<file path="src/inc/pce_pkg.sv">
/*
  Package for the pin change edge enable block: register indices,
  reset values, field positions and the bus carrier types.
  Assumes a 32-bit AXI4-Lite bus; a register's byte address is its
  index times four.
*/
package pce_pkg;

  // Bus widths
  localparam int AXI_AW = 16;           // Byte address width
  localparam int IDX_W  = 14;           // Word index width

  // Register indices (byte address = index * 4)
  localparam logic [13:0] IDX_A_FLAG = 14'h0F0A;  // Port A per-pin status
  localparam logic [13:0] IDX_A_RISE = 14'h0F0C;  // Port A rising enables
  localparam logic [13:0] IDX_B_FLAG = 14'h0F12;  // Port B per-pin status
  localparam logic [13:0] IDX_B_FALL = 14'h0F13;  // Port B falling enables
  localparam logic [13:0] IDX_B_RISE = 14'h0F14;  // Port B rising enables
  localparam logic [13:0] IDX_C_FLAG = 14'h0F1A;  // Port C per-pin status
  localparam logic [13:0] IDX_C_FALL = 14'h0F1B;  // Port C falling enables
  localparam logic [13:0] IDX_C_RISE = 14'h0F1C;  // Port C rising enables
  localparam logic [13:0] IDX_E_FLAG = 14'h0F27;  // Port E per-pin status
  localparam logic [13:0] IDX_E_FALL = 14'h0F28;  // Port E falling enable
  localparam logic [13:0] IDX_E_RISE = 14'h0F29;  // Port E rising enable
  localparam logic [13:0] IDX_IRQ_ST = 14'h0F30;  // Interrupt status
  localparam logic [13:0] IDX_IRQ_MK = 14'h0F31;  // Interrupt mask

  // Field positions
  localparam int E_PIN_POS = 3;         // Only port E pin implemented
  localparam int IRQ_A     = 0;         // Interrupt status bit, port A
  localparam int IRQ_B     = 1;         // Port B
  localparam int IRQ_C     = 2;         // Port C
  localparam int IRQ_E     = 3;         // Port E

  // Reset values
  localparam logic [7:0] RST_EN   = 8'h00;  // Edge enables
  localparam logic [7:0] RST_FLAG = 8'h00;  // Per-pin status
  localparam logic [3:0] RST_IRQ  = 4'h0;   // Interrupt status and mask

  // Bus responses
  localparam logic [1:0] RESP_OKAY   = 2'h0;
  localparam logic [1:0] RESP_SLVERR = 2'h2;

  // Write request handed from the bus slave to the register file
  typedef struct packed {
    logic [13:0] idx;                   // Word index
    logic [7:0]  data;                  // Byte lane 0
    logic        lane0;                 // Byte lane 0 strobe
  } pce_wreq_t;

endpackage : pce_pkg

</file>
<file path="src/pce_axil.sv">
/*
  AXI4-Lite slave front end: one write and one read at a time.
  Assumes the register file answers a read index in the same cycle
  and decodes the write request it is handed.
*/
`timescale 1ns/10ps
`default_nettype none
module pce_axil
  import pce_pkg::*;
(
  // Clock and reset
  input  wire logic              ref_clk,
  input  wire logic              rst_n,
  // Write address and data
  input  wire logic [AXI_AW-1:0] s_awaddr,
  input  wire logic              s_awvalid,
  output logic                   s_awready,
  input  wire logic [31:0]       s_wdata,
  input  wire logic [3:0]        s_wstrb,
  input  wire logic              s_wvalid,
  output logic                   s_wready,
  // Write response
  output logic [1:0]             s_bresp,
  output logic                   s_bvalid,
  input  wire logic              s_bready,
  // Read address and data
  input  wire logic [AXI_AW-1:0] s_araddr,
  input  wire logic              s_arvalid,
  output logic                   s_arready,
  output logic [31:0]            s_rdata,
  output logic [1:0]             s_rresp,
  output logic                   s_rvalid,
  input  wire logic              s_rready,
  // Register file side
  output pce_wreq_t              wr_req,
  output logic                   wr_en,
  input  wire logic              wr_hit,
  output logic [IDX_W-1:0]       rd_idx,
  output logic                   rd_en,
  input  wire logic              rd_hit,
  input  wire logic [7:0]        rd_data
);

  logic      aw_ff, nxt_aw;             // Address held
  logic      w_ff, nxt_w;               // Data held
  pce_wreq_t req_ff, nxt_req;           // Captured request
  logic      bv_ff, nxt_bv;
  logic [1:0] br_ff, nxt_br;
  logic      rv_ff, nxt_rv;
  logic [1:0] rr_ff, nxt_rr;
  logic [7:0] rd_ff, nxt_rd;

  // Address and data may arrive in either order; no new one during response
  assign s_awready = !aw_ff && !bv_ff;
  assign s_wready  = !w_ff && !bv_ff;
  assign s_arready = !rv_ff;
  assign wr_en     = aw_ff && w_ff && !bv_ff;
  assign rd_en     = s_arvalid && s_arready;
  assign rd_idx    = s_araddr[AXI_AW-1:2];
  assign wr_req    = req_ff;

  // Next state of both channels
  always_comb begin
    nxt_aw  = aw_ff;
    nxt_w   = w_ff;
    nxt_req = req_ff;
    nxt_bv  = bv_ff;
    nxt_br  = br_ff;
    nxt_rv  = rv_ff;
    nxt_rr  = rr_ff;
    nxt_rd  = rd_ff;
    if (s_awvalid && s_awready) begin
      nxt_aw      = 1'b1;
      nxt_req.idx = s_awaddr[AXI_AW-1:2];
    end
    if (s_wvalid && s_wready) begin
      nxt_w         = 1'b1;
      nxt_req.data  = s_wdata[7:0];
      nxt_req.lane0 = s_wstrb[0];
    end
    if (wr_en) begin
      nxt_aw = 1'b0;
      nxt_w  = 1'b0;
      nxt_bv = 1'b1;
      nxt_br = wr_hit ? RESP_OKAY : RESP_SLVERR;
    end else if (bv_ff && s_bready) begin
      nxt_bv = 1'b0;
    end
    if (rd_en) begin
      nxt_rv = 1'b1;
      nxt_rr = rd_hit ? RESP_OKAY : RESP_SLVERR;
      nxt_rd = rd_hit ? rd_data : 8'h00;
    end else if (rv_ff && s_rready) begin
      nxt_rv = 1'b0;
    end
  end

  // Registers only
  always_ff @(posedge ref_clk or negedge rst_n) begin
    if (!rst_n) begin
      aw_ff  <= 1'b0;
      w_ff   <= 1'b0;
      req_ff <= '0;
      bv_ff  <= 1'b0;
      br_ff  <= RESP_OKAY;
      rv_ff  <= 1'b0;
      rr_ff  <= RESP_OKAY;
      rd_ff  <= 8'h00;
    end else begin
      aw_ff  <= nxt_aw;
      w_ff   <= nxt_w;
      req_ff <= nxt_req;
      bv_ff  <= nxt_bv;
      br_ff  <= nxt_br;
      rv_ff  <= nxt_rv;
      rr_ff  <= nxt_rr;
      rd_ff  <= nxt_rd;
    end
  end

  assign s_bvalid = bv_ff;
  assign s_bresp  = br_ff;
  assign s_rvalid = rv_ff;
  assign s_rresp  = rr_ff;
  assign s_rdata  = {24'h000000, rd_ff};

endmodule : pce_axil
`default_nettype wire

</file>
<file path="src/pce_edge_det.sv">
/*
  Per-pin edge detector: synchroniser, previous sample and enable
  gating. One instance per port.
  Assumes asynchronous pin levels and enables on ref_clk.
*/
`timescale 1ns/10ps
`default_nettype none
module pce_edge_det
  import pce_pkg::*;
#(
  parameter int W = 8                   // Pins on the port
) (
  // Clock and reset
  input  wire logic         ref_clk,
  input  wire logic         rst_n,
  // Pins and controls
  input  wire logic [W-1:0] pin_async,
  input  wire logic [W-1:0] rise_en,
  input  wire logic [W-1:0] fall_en,
  input  wire logic         blocked,
  // One-cycle event per pin
  output logic      [W-1:0] event_out
);

  logic [W-1:0] sync1_ff, sync2_ff;     // Two-stage synchroniser
  logic [W-1:0] prev_ff;                // Last synchronised sample
  logic [W-1:0] ev_ff, nxt_ev;          // Registered events

  // Per-pin edge compare; one event per transition
  for (genvar i = 0; i < W; i++) begin : g_pin
    always_comb begin
      nxt_ev[i] = 1'b0;
      if (!blocked) begin
        nxt_ev[i] = (sync2_ff[i] & ~prev_ff[i] & rise_en[i])
                  | (~sync2_ff[i] & prev_ff[i] & fall_en[i]);
      end
    end
  end

  // Sample keeps tracking while blocked, so unblocking gives no stale edge
  always_ff @(posedge ref_clk or negedge rst_n) begin
    if (!rst_n) begin
      sync1_ff <= '0;
      sync2_ff <= '0;
      prev_ff  <= '0;
      ev_ff    <= '0;
    end else begin
      sync1_ff <= pin_async;
      sync2_ff <= sync1_ff;
      prev_ff  <= sync2_ff;
      ev_ff    <= nxt_ev;
    end
  end

  assign event_out = ev_ff;

endmodule : pce_edge_det
`default_nettype wire

</file>
<file path="src/pce_top.sv">
/*
  Pin change edge enable block: per-pin rising edge enables for port A,
  rising and falling for ports B, C and E, per-pin status, and one interrupt.
  Assumes asynchronous pins and config straps, AXI4-Lite on ref_clk.
*/
// Implementation choice: the AXI4-Lite slave port.
`timescale 1ns/10ps
`default_nettype none
module pce_top
  import pce_pkg::*;
(
  // Clock and reset
  input  wire logic              ref_clk,
  input  wire logic              rst_n,
  // Port pins, asynchronous
  input  wire logic [7:0]        port_a_pins,
  input  wire logic [7:0]        port_b_pins,
  input  wire logic [7:0]        port_c_pins,
  input  wire logic              port_e_pin_three,
  // Configuration straps, asynchronous
  input  wire logic              reset_pin_function_config,
  input  wire logic              low_voltage_programming_config,
  // AXI4-Lite write address and data
  input  wire logic [AXI_AW-1:0] s_awaddr,
  input  wire logic              s_awvalid,
  output logic                   s_awready,
  input  wire logic [31:0]       s_wdata,
  input  wire logic [3:0]        s_wstrb,
  input  wire logic              s_wvalid,
  output logic                   s_wready,
  // AXI4-Lite write response
  output logic [1:0]             s_bresp,
  output logic                   s_bvalid,
  input  wire logic              s_bready,
  // AXI4-Lite read
  input  wire logic [AXI_AW-1:0] s_araddr,
  input  wire logic              s_arvalid,
  output logic                   s_arready,
  output logic [31:0]            s_rdata,
  output logic [1:0]             s_rresp,
  output logic                   s_rvalid,
  input  wire logic              s_rready,
  // Interrupt, level
  output logic                   irq
);

  // Bus side wires
  pce_wreq_t        wr_req;             // Captured write
  logic             wr_en;              // One-cycle write strobe
  logic             wr_hit;             // Write index decodes
  logic [IDX_W-1:0] rd_idx;             // Read index
  logic             rd_hit;             // Read index decodes
  logic [7:0]       rd_data;            // Read mux result
  logic             wr_ok;              // Write with lane 0 enabled

  // Edge enable registers
  logic [7:0] a_rise_ff, nxt_a_rise;
  logic [7:0] b_fall_ff, nxt_b_fall;
  logic [7:0] b_rise_ff, nxt_b_rise;
  logic [7:0] c_fall_ff, nxt_c_fall;
  logic [7:0] c_rise_ff, nxt_c_rise;
  logic       e_fall_ff, nxt_e_fall;    // Port E pin 3 only
  logic       e_rise_ff, nxt_e_rise;    // Port E pin 3 only

  // Per-pin status registers
  logic [7:0] a_flag_ff, nxt_a_flag;
  logic [7:0] b_flag_ff, nxt_b_flag;
  logic [7:0] c_flag_ff, nxt_c_flag;
  logic       e_flag_ff, nxt_e_flag;

  // Interrupt status, mask and output
  logic [3:0] irq_st_ff, nxt_irq_st;
  logic [3:0] irq_mk_ff, nxt_irq_mk;
  logic       irq_ff, nxt_irq;
  logic [3:0] port_ev;                  // Any event per port

  // Config strap synchroniser
  logic [1:0] cfg_s1_ff, cfg_s2_ff;
  logic       e_blocked;                // Port E pin unavailable

  // Edge events
  logic [7:0] a_ev, b_ev, c_ev;
  logic       e_ev;

  // Bus slave
  pce_axil u_axil (
    .ref_clk   (ref_clk),
    .rst_n     (rst_n),
    .s_awaddr  (s_awaddr),
    .s_awvalid (s_awvalid),
    .s_awready (s_awready),
    .s_wdata   (s_wdata),
    .s_wstrb   (s_wstrb),
    .s_wvalid  (s_wvalid),
    .s_wready  (s_wready),
    .s_bresp   (s_bresp),
    .s_bvalid  (s_bvalid),
    .s_bready  (s_bready),
    .s_araddr  (s_araddr),
    .s_arvalid (s_arvalid),
    .s_arready (s_arready),
    .s_rdata   (s_rdata),
    .s_rresp   (s_rresp),
    .s_rvalid  (s_rvalid),
    .s_rready  (s_rready),
    .wr_req    (wr_req),
    .wr_en     (wr_en),
    .wr_hit    (wr_hit),
    .rd_idx    (rd_idx),
    .rd_en     (),
    .rd_hit    (rd_hit),
    .rd_data   (rd_data)
  );

  // Straps pass two flops before use
  always_ff @(posedge ref_clk or negedge rst_n) begin
    if (!rst_n) begin
      cfg_s1_ff <= 2'h0;
      cfg_s2_ff <= 2'h0;
    end else begin
      cfg_s1_ff <= {reset_pin_function_config, low_voltage_programming_config};
      cfg_s2_ff <= cfg_s1_ff;
    end
  end

  // Either strap takes the port E pin away from change detection
  assign e_blocked = |cfg_s2_ff;

  // Port A: no falling enable exists, tied off
  pce_edge_det #(.W(8)) u_edge_a (
    .ref_clk   (ref_clk),
    .rst_n     (rst_n),
    .pin_async (port_a_pins),
    .rise_en   (a_rise_ff),
    .fall_en   (8'h00),
    .blocked   (1'b0),
    .event_out (a_ev)
  );

  // Port B, full coverage
  pce_edge_det #(.W(8)) u_edge_b (
    .ref_clk   (ref_clk),
    .rst_n     (rst_n),
    .pin_async (port_b_pins),
    .rise_en   (b_rise_ff),
    .fall_en   (b_fall_ff),
    .blocked   (1'b0),
    .event_out (b_ev)
  );

  // Port C, full coverage
  pce_edge_det #(.W(8)) u_edge_c (
    .ref_clk   (ref_clk),
    .rst_n     (rst_n),
    .pin_async (port_c_pins),
    .rise_en   (c_rise_ff),
    .fall_en   (c_fall_ff),
    .blocked   (1'b0),
    .event_out (c_ev)
  );

  // Port E, the single pin 3
  pce_edge_det #(.W(1)) u_edge_e (
    .ref_clk   (ref_clk),
    .rst_n     (rst_n),
    .pin_async (port_e_pin_three),
    .rise_en   (e_rise_ff),
    .fall_en   (e_fall_ff),
    .blocked   (e_blocked),
    .event_out (e_ev)
  );

  // Address decode; narrow data sits in lane 0 only
  function automatic logic idx_hit(input logic [IDX_W-1:0] idx);
    case (idx)
      IDX_A_FLAG, IDX_A_RISE, IDX_B_FLAG, IDX_B_FALL, IDX_B_RISE,
      IDX_C_FLAG, IDX_C_FALL, IDX_C_RISE, IDX_E_FLAG, IDX_E_FALL,
      IDX_E_RISE, IDX_IRQ_ST, IDX_IRQ_MK: idx_hit = 1'b1;
      default:                            idx_hit = 1'b0;
    endcase
  endfunction : idx_hit

  assign wr_hit = idx_hit(wr_req.idx);
  assign rd_hit = idx_hit(rd_idx);
  assign wr_ok  = wr_en && wr_req.lane0;

  // Read mux; unimplemented bits read zero
  always_comb begin
    case (rd_idx)
      IDX_A_FLAG: rd_data = a_flag_ff;
      IDX_A_RISE: rd_data = a_rise_ff;
      IDX_B_FLAG: rd_data = b_flag_ff;
      IDX_B_FALL: rd_data = b_fall_ff;
      IDX_B_RISE: rd_data = b_rise_ff;
      IDX_C_FLAG: rd_data = c_flag_ff;
      IDX_C_FALL: rd_data = c_fall_ff;
      IDX_C_RISE: rd_data = c_rise_ff;
      IDX_E_FLAG: rd_data = 8'(e_flag_ff) << E_PIN_POS;
      IDX_E_FALL: rd_data = 8'(e_fall_ff) << E_PIN_POS;
      IDX_E_RISE: rd_data = 8'(e_rise_ff) << E_PIN_POS;
      IDX_IRQ_ST: rd_data = {4'h0, irq_st_ff};
      IDX_IRQ_MK: rd_data = {4'h0, irq_mk_ff};
      default:    rd_data = 8'h00;
    endcase
  end

  // Enable registers: plain read/write, one bit per pin
  always_comb begin
    nxt_a_rise = a_rise_ff;
    nxt_b_fall = b_fall_ff;
    nxt_b_rise = b_rise_ff;
    nxt_c_fall = c_fall_ff;
    nxt_c_rise = c_rise_ff;
    nxt_e_fall = e_fall_ff;
    nxt_e_rise = e_rise_ff;
    if (wr_ok) begin
      case (wr_req.idx)
        IDX_A_RISE: nxt_a_rise = wr_req.data;
        IDX_B_FALL: nxt_b_fall = wr_req.data;
        IDX_B_RISE: nxt_b_rise = wr_req.data;
        IDX_C_FALL: nxt_c_fall = wr_req.data;
        IDX_C_RISE: nxt_c_rise = wr_req.data;
        IDX_E_FALL: nxt_e_fall = wr_req.data[E_PIN_POS];
        IDX_E_RISE: nxt_e_rise = wr_req.data[E_PIN_POS];
        default:    ;
      endcase
    end
  end

  always_ff @(posedge ref_clk or negedge rst_n) begin
    if (!rst_n) begin
      a_rise_ff <= RST_EN;
      b_fall_ff <= RST_EN;
      b_rise_ff <= RST_EN;
      c_fall_ff <= RST_EN;
      c_rise_ff <= RST_EN;
      e_fall_ff <= 1'b0;
      e_rise_ff <= 1'b0;
    end else begin
      a_rise_ff <= nxt_a_rise;
      b_fall_ff <= nxt_b_fall;
      b_rise_ff <= nxt_b_rise;
      c_fall_ff <= nxt_c_fall;
      c_rise_ff <= nxt_c_rise;
      e_fall_ff <= nxt_e_fall;
      e_rise_ff <= nxt_e_rise;
    end
  end

  // Status: writing zero clears a bit, writing one leaves it;
  // an event in the same cycle wins so no edge is lost
  always_comb begin
    nxt_a_flag = a_flag_ff;
    nxt_b_flag = b_flag_ff;
    nxt_c_flag = c_flag_ff;
    nxt_e_flag = e_flag_ff;
    if (wr_ok) begin
      case (wr_req.idx)
        IDX_A_FLAG: nxt_a_flag = a_flag_ff & wr_req.data;
        IDX_B_FLAG: nxt_b_flag = b_flag_ff & wr_req.data;
        IDX_C_FLAG: nxt_c_flag = c_flag_ff & wr_req.data;
        IDX_E_FLAG: nxt_e_flag = e_flag_ff & wr_req.data[E_PIN_POS];
        default:    ;
      endcase
    end
    nxt_a_flag = nxt_a_flag | a_ev;
    nxt_b_flag = nxt_b_flag | b_ev;
    nxt_c_flag = nxt_c_flag | c_ev;
    nxt_e_flag = nxt_e_flag | e_ev;
  end

  always_ff @(posedge ref_clk or negedge rst_n) begin
    if (!rst_n) begin
      a_flag_ff <= RST_FLAG;
      b_flag_ff <= RST_FLAG;
      c_flag_ff <= RST_FLAG;
      e_flag_ff <= 1'b0;
    end else begin
      a_flag_ff <= nxt_a_flag;
      b_flag_ff <= nxt_b_flag;
      c_flag_ff <= nxt_c_flag;
      e_flag_ff <= nxt_e_flag;
    end
  end

  // Shared change flag per port, sticky, cleared by writing one
  assign port_ev[IRQ_A] = |a_ev;
  assign port_ev[IRQ_B] = |b_ev;
  assign port_ev[IRQ_C] = |c_ev;
  assign port_ev[IRQ_E] = e_ev;

  // Interrupt status and mask; the level output is registered
  always_comb begin
    nxt_irq_st = irq_st_ff;
    nxt_irq_mk = irq_mk_ff;
    if (wr_ok && wr_req.idx == IDX_IRQ_ST) begin
      nxt_irq_st = irq_st_ff & ~wr_req.data[3:0];
    end
    if (wr_ok && wr_req.idx == IDX_IRQ_MK) begin
      nxt_irq_mk = wr_req.data[3:0];
    end
    nxt_irq_st = nxt_irq_st | port_ev;
    nxt_irq    = |(nxt_irq_st & nxt_irq_mk);
  end

  always_ff @(posedge ref_clk or negedge rst_n) begin
    if (!rst_n) begin
      irq_st_ff <= RST_IRQ;
      irq_mk_ff <= RST_IRQ;
      irq_ff    <= 1'b0;
    end else begin
      irq_st_ff <= nxt_irq_st;
      irq_mk_ff <= nxt_irq_mk;
      irq_ff    <= nxt_irq;
    end
  end

  assign irq = irq_ff;

endmodule : pce_top
`default_nettype wire
</file>
<file path="config.mk">
export PLATFORM = sky130hd
export DESIGN_NAME = pce_top
export DESIGN_NICKNAME = d
export VERILOG_FILES = /design/src/inc/pce_pkg.sv /design/src/pce_axil.sv /design/src/pce_edge_det.sv /design/src/pce_top.sv
export SDC_FILE = /design/constraint.sdc
export NUM_CORES = 1
export LEC_CHECK = 0
export BUFFER_PORTS_ARGS = -buffer_cell sky130_fd_sc_hd__clkbuf_2
export CAP_MARGIN = 40
export CORE_UTILIZATION = 51
export DETAILED_ROUTE_END_ITERATION = 8
export PLACE_DENSITY = 0.76
export SLEW_MARGIN = 20
export SYNTH_ARGS = -nofsm -noshare
export SYNTH_HDL_FRONTEND = slang
export SYNTH_SLANG_ARGS = --single-unit
</file>
<file path="constraint.sdc">
create_clock -name ref_clk -period 2.15 [get_ports ref_clk]
set_clock_uncertainty 0.2 [all_clocks]
set_input_delay 0.215 -clock ref_clk [delete_from_list [all_inputs] [get_ports ref_clk]]
set_output_delay 0.215 -clock ref_clk [all_outputs]
set_load 0.02 [all_outputs]
</file>
==> results of run 1 <==
power groups by stage:
stage               Sequential (mW)  Clock (mW)  Combinational (mW)
finish                         4.96        3.78                1.89
global route                   5.01        4.03                2.02
CTS                            4.94        3.86                1.86
detailed placement             5.00           0                1.70
global placement               4.96           0                1.61
floorplan                      4.89           0               0.983
cell type report:
type | instances | area [um2] | area share, %
flip-flops and latches | 217 | 5431 | 49.14
well taps | 220 | 275.3 | 2.490
inverters | 9 | 33.78 | 0.3056
clock buffers | 34 | 676.9 | 6.124
repair buffers | 194 | 1429 | 12.93
multi-input cells | 430 | 3146 | 28.46
clock inverters | 8 | 61.31 | 0.5547
per-stage QoR:
step | utilization [%] | cell area [um2] | setup TNS [ns] | power (mW)
2_1_floorplan | - | 8865 | -1.020 | 5.876
3_3_place_gp | 57.94 | 9643 | -2.994 | 6.573
3_5_place_dp | 57.94 | 9643 | -4.648 | 6.697
4_1_cts | 66.43 | 11060 | -2.458 | 10.65
5_1_grt | 66.42 | 11050 | -5.148 | 11.06
6_report | 66.42 | 11050 | -2.553 | 10.64
registers in the layout (all words and copies together) (netlist names), 8 cells and up:
name                cells
u_edge_c.sync2_ff       8
c_flag_ff               8
b_rise_ff               8
u_edge_b.event_out      8
u_edge_b.prev_ff        8
u_edge_b.sync2_ff       8
b_fall_ff               8
u_axil.rd_ff            8
u_edge_b.sync1_ff       8
u_edge_c.prev_ff        8
u_axil.wr_req          23
u_edge_a.prev_ff        8
u_edge_a.event_out      8
a_rise_ff               8
u_edge_a.sync1_ff       8
u_edge_a.sync2_ff       8
a_flag_ff               8
u_edge_c.event_out      8
c_fall_ff               8
b_flag_ff               8
c_rise_ff               8
u_edge_c.sync1_ff       8
timing repair:
| action | 4_1_cts | 5_1_grt |
|---|---|---|
| hold buffers | 57 | 0 |
| hold endpoints to repair | 271 | 0 |
| resized for setup | 18 | 14 |
| pin swaps | 8 | 5 |
| setup buffers | 3 | 0 |
| cloned | 0 | 1 |
| setup endpoints to repair | 32 | 58 |
per-layer routing:
metal	up-vias	routed length, um	GRT usage, %
li1	2778	-	-
met1	3109	8974	35.00
met2	301	10630	40.84
met3	57	1522	4.636
met4	0	643	8.365
met5	-	0	0
how the worst min path moves through the flow:
stage | start | endpoint | slack, ns | depth (start not counted)
final | s_awvalid | u_axil.aw_ff | 0.04 | 4
after global routing | s_awvalid | u_axil.aw_ff | 0.06 | 4
after CTS | s_awvalid | u_axil.aw_ff | 0.03 | 4
after detailed placement | rst_n | u_edge_b.sync1_ff[0] | 0.03 | 1
after global placement | rst_n | u_edge_c.sync1_ff[3] | 0.03 | 1
after floorplan | rst_n | a_flag_ff[0] | -0.28 | 0
worst reg2reg max path: stages, from the launching register on:
cell       delay, ns
dfrtp_1         0.38
nand4bb_4       0.27
nor4_4          0.25
nand2_2         0.12
or4b_4          0.63
mux2_4          0.35
cell families after synthesis:
group,synth area share [%]
xor gates and xnor gates,0.3008
buffers and inverters,4.139
and+or+nand+nor,13.43
AOI/OAI and AO/OA,9.425
DFF,62.16
muxes,10.50
other,0.04293
synth_stat cells, types with 11 or more instances:
library cell    n  share of area, %
clkbuf_1       24               1.0
nor2_1         26               1.1
mux2_4         16               2.7
nand3b_1       17               1.5
a21o_1         27               2.3
mux2_2         52               6.7
a31oi_1        11              0.79
dfrtp_1       217                62
buf_4          28               2.4
o21ai_0        33               1.9
and3b_1        11               1.1
nand2_1        60               2.6
nor4_1         12              0.86
==> out/qor.yml, run 1 <==
reg2reg_slack_ns: -0.16
worst_slew_pin_slew_ns: 0.5764
ff2ff_path_depth: 5
cp-start-kind: "flip-flop"
rsz0062_at_grt: "yes"
slew_violations: 0
ys_seq_area_share_pct: 62.16
crit_arrival_ns: 2.51
required_ns: 2.35
power_switching_mw: 3.088
p_int_mw: 7.549
grt_pass1_wl_mm: 34.59
path_max_fanout: 8
cp_top_family: "simple AND/OR/NAND/NOR gates"
clk_latency_ns: 0.52
async_flop_share_pct: 100.0
tritoncts.num_buffers: 23
finalWorstSetupSlack_ns: -0.1579
path_buf_inv: 0
diodes: 0
min_period_ns: 2.308
hold_viol: 0
cts_tree: "done"
setup_viol: 29
path_cells: "nand4bb_4 -> nor4_4 -> nand2_2 -> or4b_4 -> mux2_4"
layout_commonest_cell: "dfrtp_1"
dieHeight_um: 132.9
fmax_mhz: 433.3
drc: 0
chipWidth_um: 132.9
hold_ws_ns: 0.03590
syn_area_um2: 8736
start_util_pct: 52.49
track_usage_pct: 25.40
end_kind: "flip-flop"
row_count: 47
areaGrowthSynthToFinish_pct: 26.53
ys_seq_elements: 217
htree_levels: 1
max_cap_viol_count: 0
wl_per_cell_um: 19.58
pre_cts_ws_ns: -0.2405
clockBufferDepth: 3
core_um2: 16640
antenna_left: 0
synthCells: 689
min_path_type: "input port to flip-flop"
drt_first_pass_iters: 5
gp_congestion: 0.9332
pwr-share-seq_pct: 46.7
drt_iter0_drc: 579
io_buffers: 86
period_share_pct: 107.3
status: "complete, but fails checks"
violations: "negative setup slack"
cts.sinks: 217
antenna_found_initial: 0
ys.flop_type: "dfrtp_1"
cp-endpoint: "c_fall_ff[6]"
wl_mm: 21.77
ir_worst_vdd_mv: 0.7380
place_inst: 1012
ioPinCount: 144
root_buffer: "clkbuf_16"
yosys_warnings: 0
powerDensity_nw_per_um2: 962.3
clkPwrFrac_pct: 35.5
final_cell_mix: "216 x dfrtp_1, 85 x clkbuf_2, 57 x nand2_1, 57 x dlygate4sd3_1, 52 x mux2_2"
synth.avg_cell_area_um2: 12.68
worstSetupStartpoint: "u_axil.wr_req[22]"
dieArea_um2: 17660
dp_hpwl_mm: 14.66
power.leakage_nw: 5.462
nets: 977
grt_pass1_vias: 6392
cp_slowest_cell: "or4b_4"
drive_gt1_share_pct: 30.38
pwr-share-comb_pct: 17.8
r2r-start: "u_axil.wr_req[22]"
num_vias: 6245
rr_endpoint: "c_fall_ff[6]"
cp.depth: 5
crit_type: "flip-flop to flip-flop"
synth.distinct_cells: 63
nFillCells: 1222
grt_max_degree: 61
clkTransAtPathRegs_ns: 0.06
drt-vias-per-instance: 5.616
stdcell_count: 1112
max_stage_delay_ns: 0.63
slew_headroom_pct: 61.50
grt-ovfl-total: 0
synth_edf_count: 0
swShare_pct: 29.03
Power figures use the tool's default switching activity.
==> run 2, diff against run 1 <==
MAX_ROUTING_LAYER = met4   (was unset)
PLACE_DENSITY = unset   (was 0.76)
PLACE_DENSITY_LB_ADDON = 0.1   (was unset)
==> out/qor.yml, run 2 (synthesis gave the netlist of run 1 again) <==
finalWorstSetupSlack_ns: -0.1653  # -0.007399 ns
nets: 982  # +0.51%
wl_mm: 20.65  # -5.1%
busiest_layer: "met2"
dp_hpwl_mm: 14.40  # -1.8%
grt_max_degree: 68  # +11%
cts.sinks: 217  # unchanged
grtUsageMet3_pct: 4.023  # -0.61 points
hold_viol: 0  # unchanged
wl_per_cell_um: 18.52  # -5.4%
drt-vias-per-instance: 5.514  # -1.8%
io_buffers: 86  # unchanged
worstSetupStartpoint: "u_axil.wr_req[21]"
worst_slew_pin_slew_ns: 0.8102  # +0.2338 ns
num_vias: 6148  # -1.6%
antenna_left: 0  # unchanged
grt-ovfl-total: 0  # unchanged
grt_pass1_wl_mm: 33.53  # -3.1%
chipWidth_um: 132.9  # unchanged
powerDensity_nw_per_um2: 957.6  # -0.50%
crit_arrival_ns: 2.51  # about the same
ir_worst_vdd_mv: 0.6602  # -11%
ioPinCount: 144  # unchanged
use_met1_pct: 35.34  # +0.34 points
slew_violations: 0  # unchanged
root_buffer: "clkbuf_16"
clk_latency_ns: 0.51  # about the same
clkTransAtPathRegs_ns: 0.06  # about the same
min_period_ns: 2.315  # +0.007399 ns
power.leakage_nw: 5.534  # +1.3%
ff2ff_path_depth: 4  # -1
cts_tree: "done"
r2r-start: "u_axil.wr_req[21]"
min_path_type: "input port to flip-flop"
grtUsageMet2_pct: 38.31  # -2.5 points
fmax_mhz: 431.9  # -0.32%
rsz0062_at_grt: "yes"
row_count: 47  # unchanged
end_kind: "flip-flop"
required_ns: 2.34  # about the same
dieHeight_um: 132.9  # unchanged
rr_endpoint: "a_rise_ff[5]"
period_share_pct: 107.7  # +0.34 points
largest_reg_flops: 23  # unchanged
final_cell_mix: "216 x dfrtp_1, 85 x clkbuf_2, 55 x dlygate4sd3_1"
drc: 0  # unchanged
drive_gt1_share_pct: 32.74  # +2.4 points
status: "complete, but fails checks"
total_power_mw: 10.74  # +1.0%
drt_first_pass_iters: 5  # unchanged
areaGrowthSynthToFinish_pct: 28.43
track_usage_pct: 25.14  # -0.26 points
setup_viol: 38  # +31%
path_max_fanout: 8  # unchanged
nFillCells: 1225  # +0.25%
pre_cts_ws_ns: -0.2619  # -0.02139 ns
gp_congestion: 0.8741  # -6.3%
htree_levels: 1  # unchanged
hold_depth: 5  # +1
slew_headroom_pct: 45.88  # -16 points
tritoncts.num_buffers: 23  # unchanged
utilization_pct: 67.42  # +1.0 points
drt_iter0_drc: 397  # -31%
crit_type: "flip-flop to flip-flop"
antenna_found_initial: 0  # unchanged
start_util_pct: 52.49  # unchanged
max_cap_viol_count: 0  # unchanged
clockBufferDepth: 3  # unchanged
core_um2: 16640  # unchanged
violations: "negative setup slack"
cp-endpoint: "a_rise_ff[5]"
final.setup.tns_ns: -3.772  # -1.219 ns
reg2reg_slack_ns: -0.17  # about the same
grt_pass1_vias: 6308  # -1.3%
cp-start-kind: "flip-flop"
dieArea_um2: 17660  # unchanged
diodes: 0  # unchanged
layout_commonest_cell: "dfrtp_1"
run 2: worst max-delay path: stages (launching register included):
cell and delay, ns:
dfrtp_1 0.38, nand4bb_4 0.27, or3_4 0.40, or4_4 0.61, mux2_4 0.33
run 2: worst min-delay path by stage:
stage / startpoint / to / slack [ns]
after CTS: s_araddr[14] / u_axil.rd_ff[3] / 0.003
after global routing: s_araddr[14] / u_axil.rd_ff[3] / 0.04
final: s_araddr[15] / u_axil.rd_ff[3] / 0.01
after global placement: rst_n / e_rise_ff / 0.05
after detailed placement: rst_n / cfg_s1_ff[1] / 0.06
after floorplan: rst_n / a_flag_ff[0] / -0.28
run 2: metrics by stage:
| step | hold WS (ns) | std cells | instance area (um2) |
|---|---|---|---|
| 2_1_floorplan | -0.2806 | 714 | 8865 |
| 3_3_place_gp | 0.05387 | 1012 | 9656 |
| 3_5_place_dp | 0.06081 | 1012 | 9656 |
| 4_1_cts | 0.003392 | 1112 | 11060 |
| 5_1_grt | 0.03636 | 1115 | 11220 |
| 6_report | 0.01096 | 1115 | 11220 |
run 2: cell type report:
| cell class | count | area, um2 | area share, % |
|---|---|---|---|
| Clock buffer | 30 | 621.8 | 5.543 |
| Clock inverter | 10 | 133.9 | 1.193 |
| Inverter | 9 | 33.78 | 0.3011 |
| Multi-Input combinational cell | 430 | 3234 | 28.83 |
| Sequential cell | 217 | 5431 | 48.41 |
| Tap cell | 220 | 275.3 | 2.453 |
| Timing Repair Buffer | 199 | 1489 | 13.27 |
run 2: power by group:
| part | internal, mW | switching [mW] | leakage, nW |
|---|---|---|---|
| Clock | 2.40 | 1.56 | 0.367 |
| Sequential | 4.47 | 0.525 | 2.77 |
| Combinational | 0.880 | 0.904 | 2.40 |
run 2: layer usage:
metal  share of wire [%]  wire length, um
met1                  46             9450
met3                 5.3             1104
met5                   0                0
met4                 2.1              442
met2                  47             9656
run 2: repair_timing:
item / in CTS / in global routing
gates cloned: 0 / 1
setup buffers: 5 / 7
gates resized for setup: 14 / 44
pin swaps: 10 / 20
endpoints found under the hold margin: 219 / 0
endpoints found under the setup margin: 41 / 63
hold buffers: 55 / 0
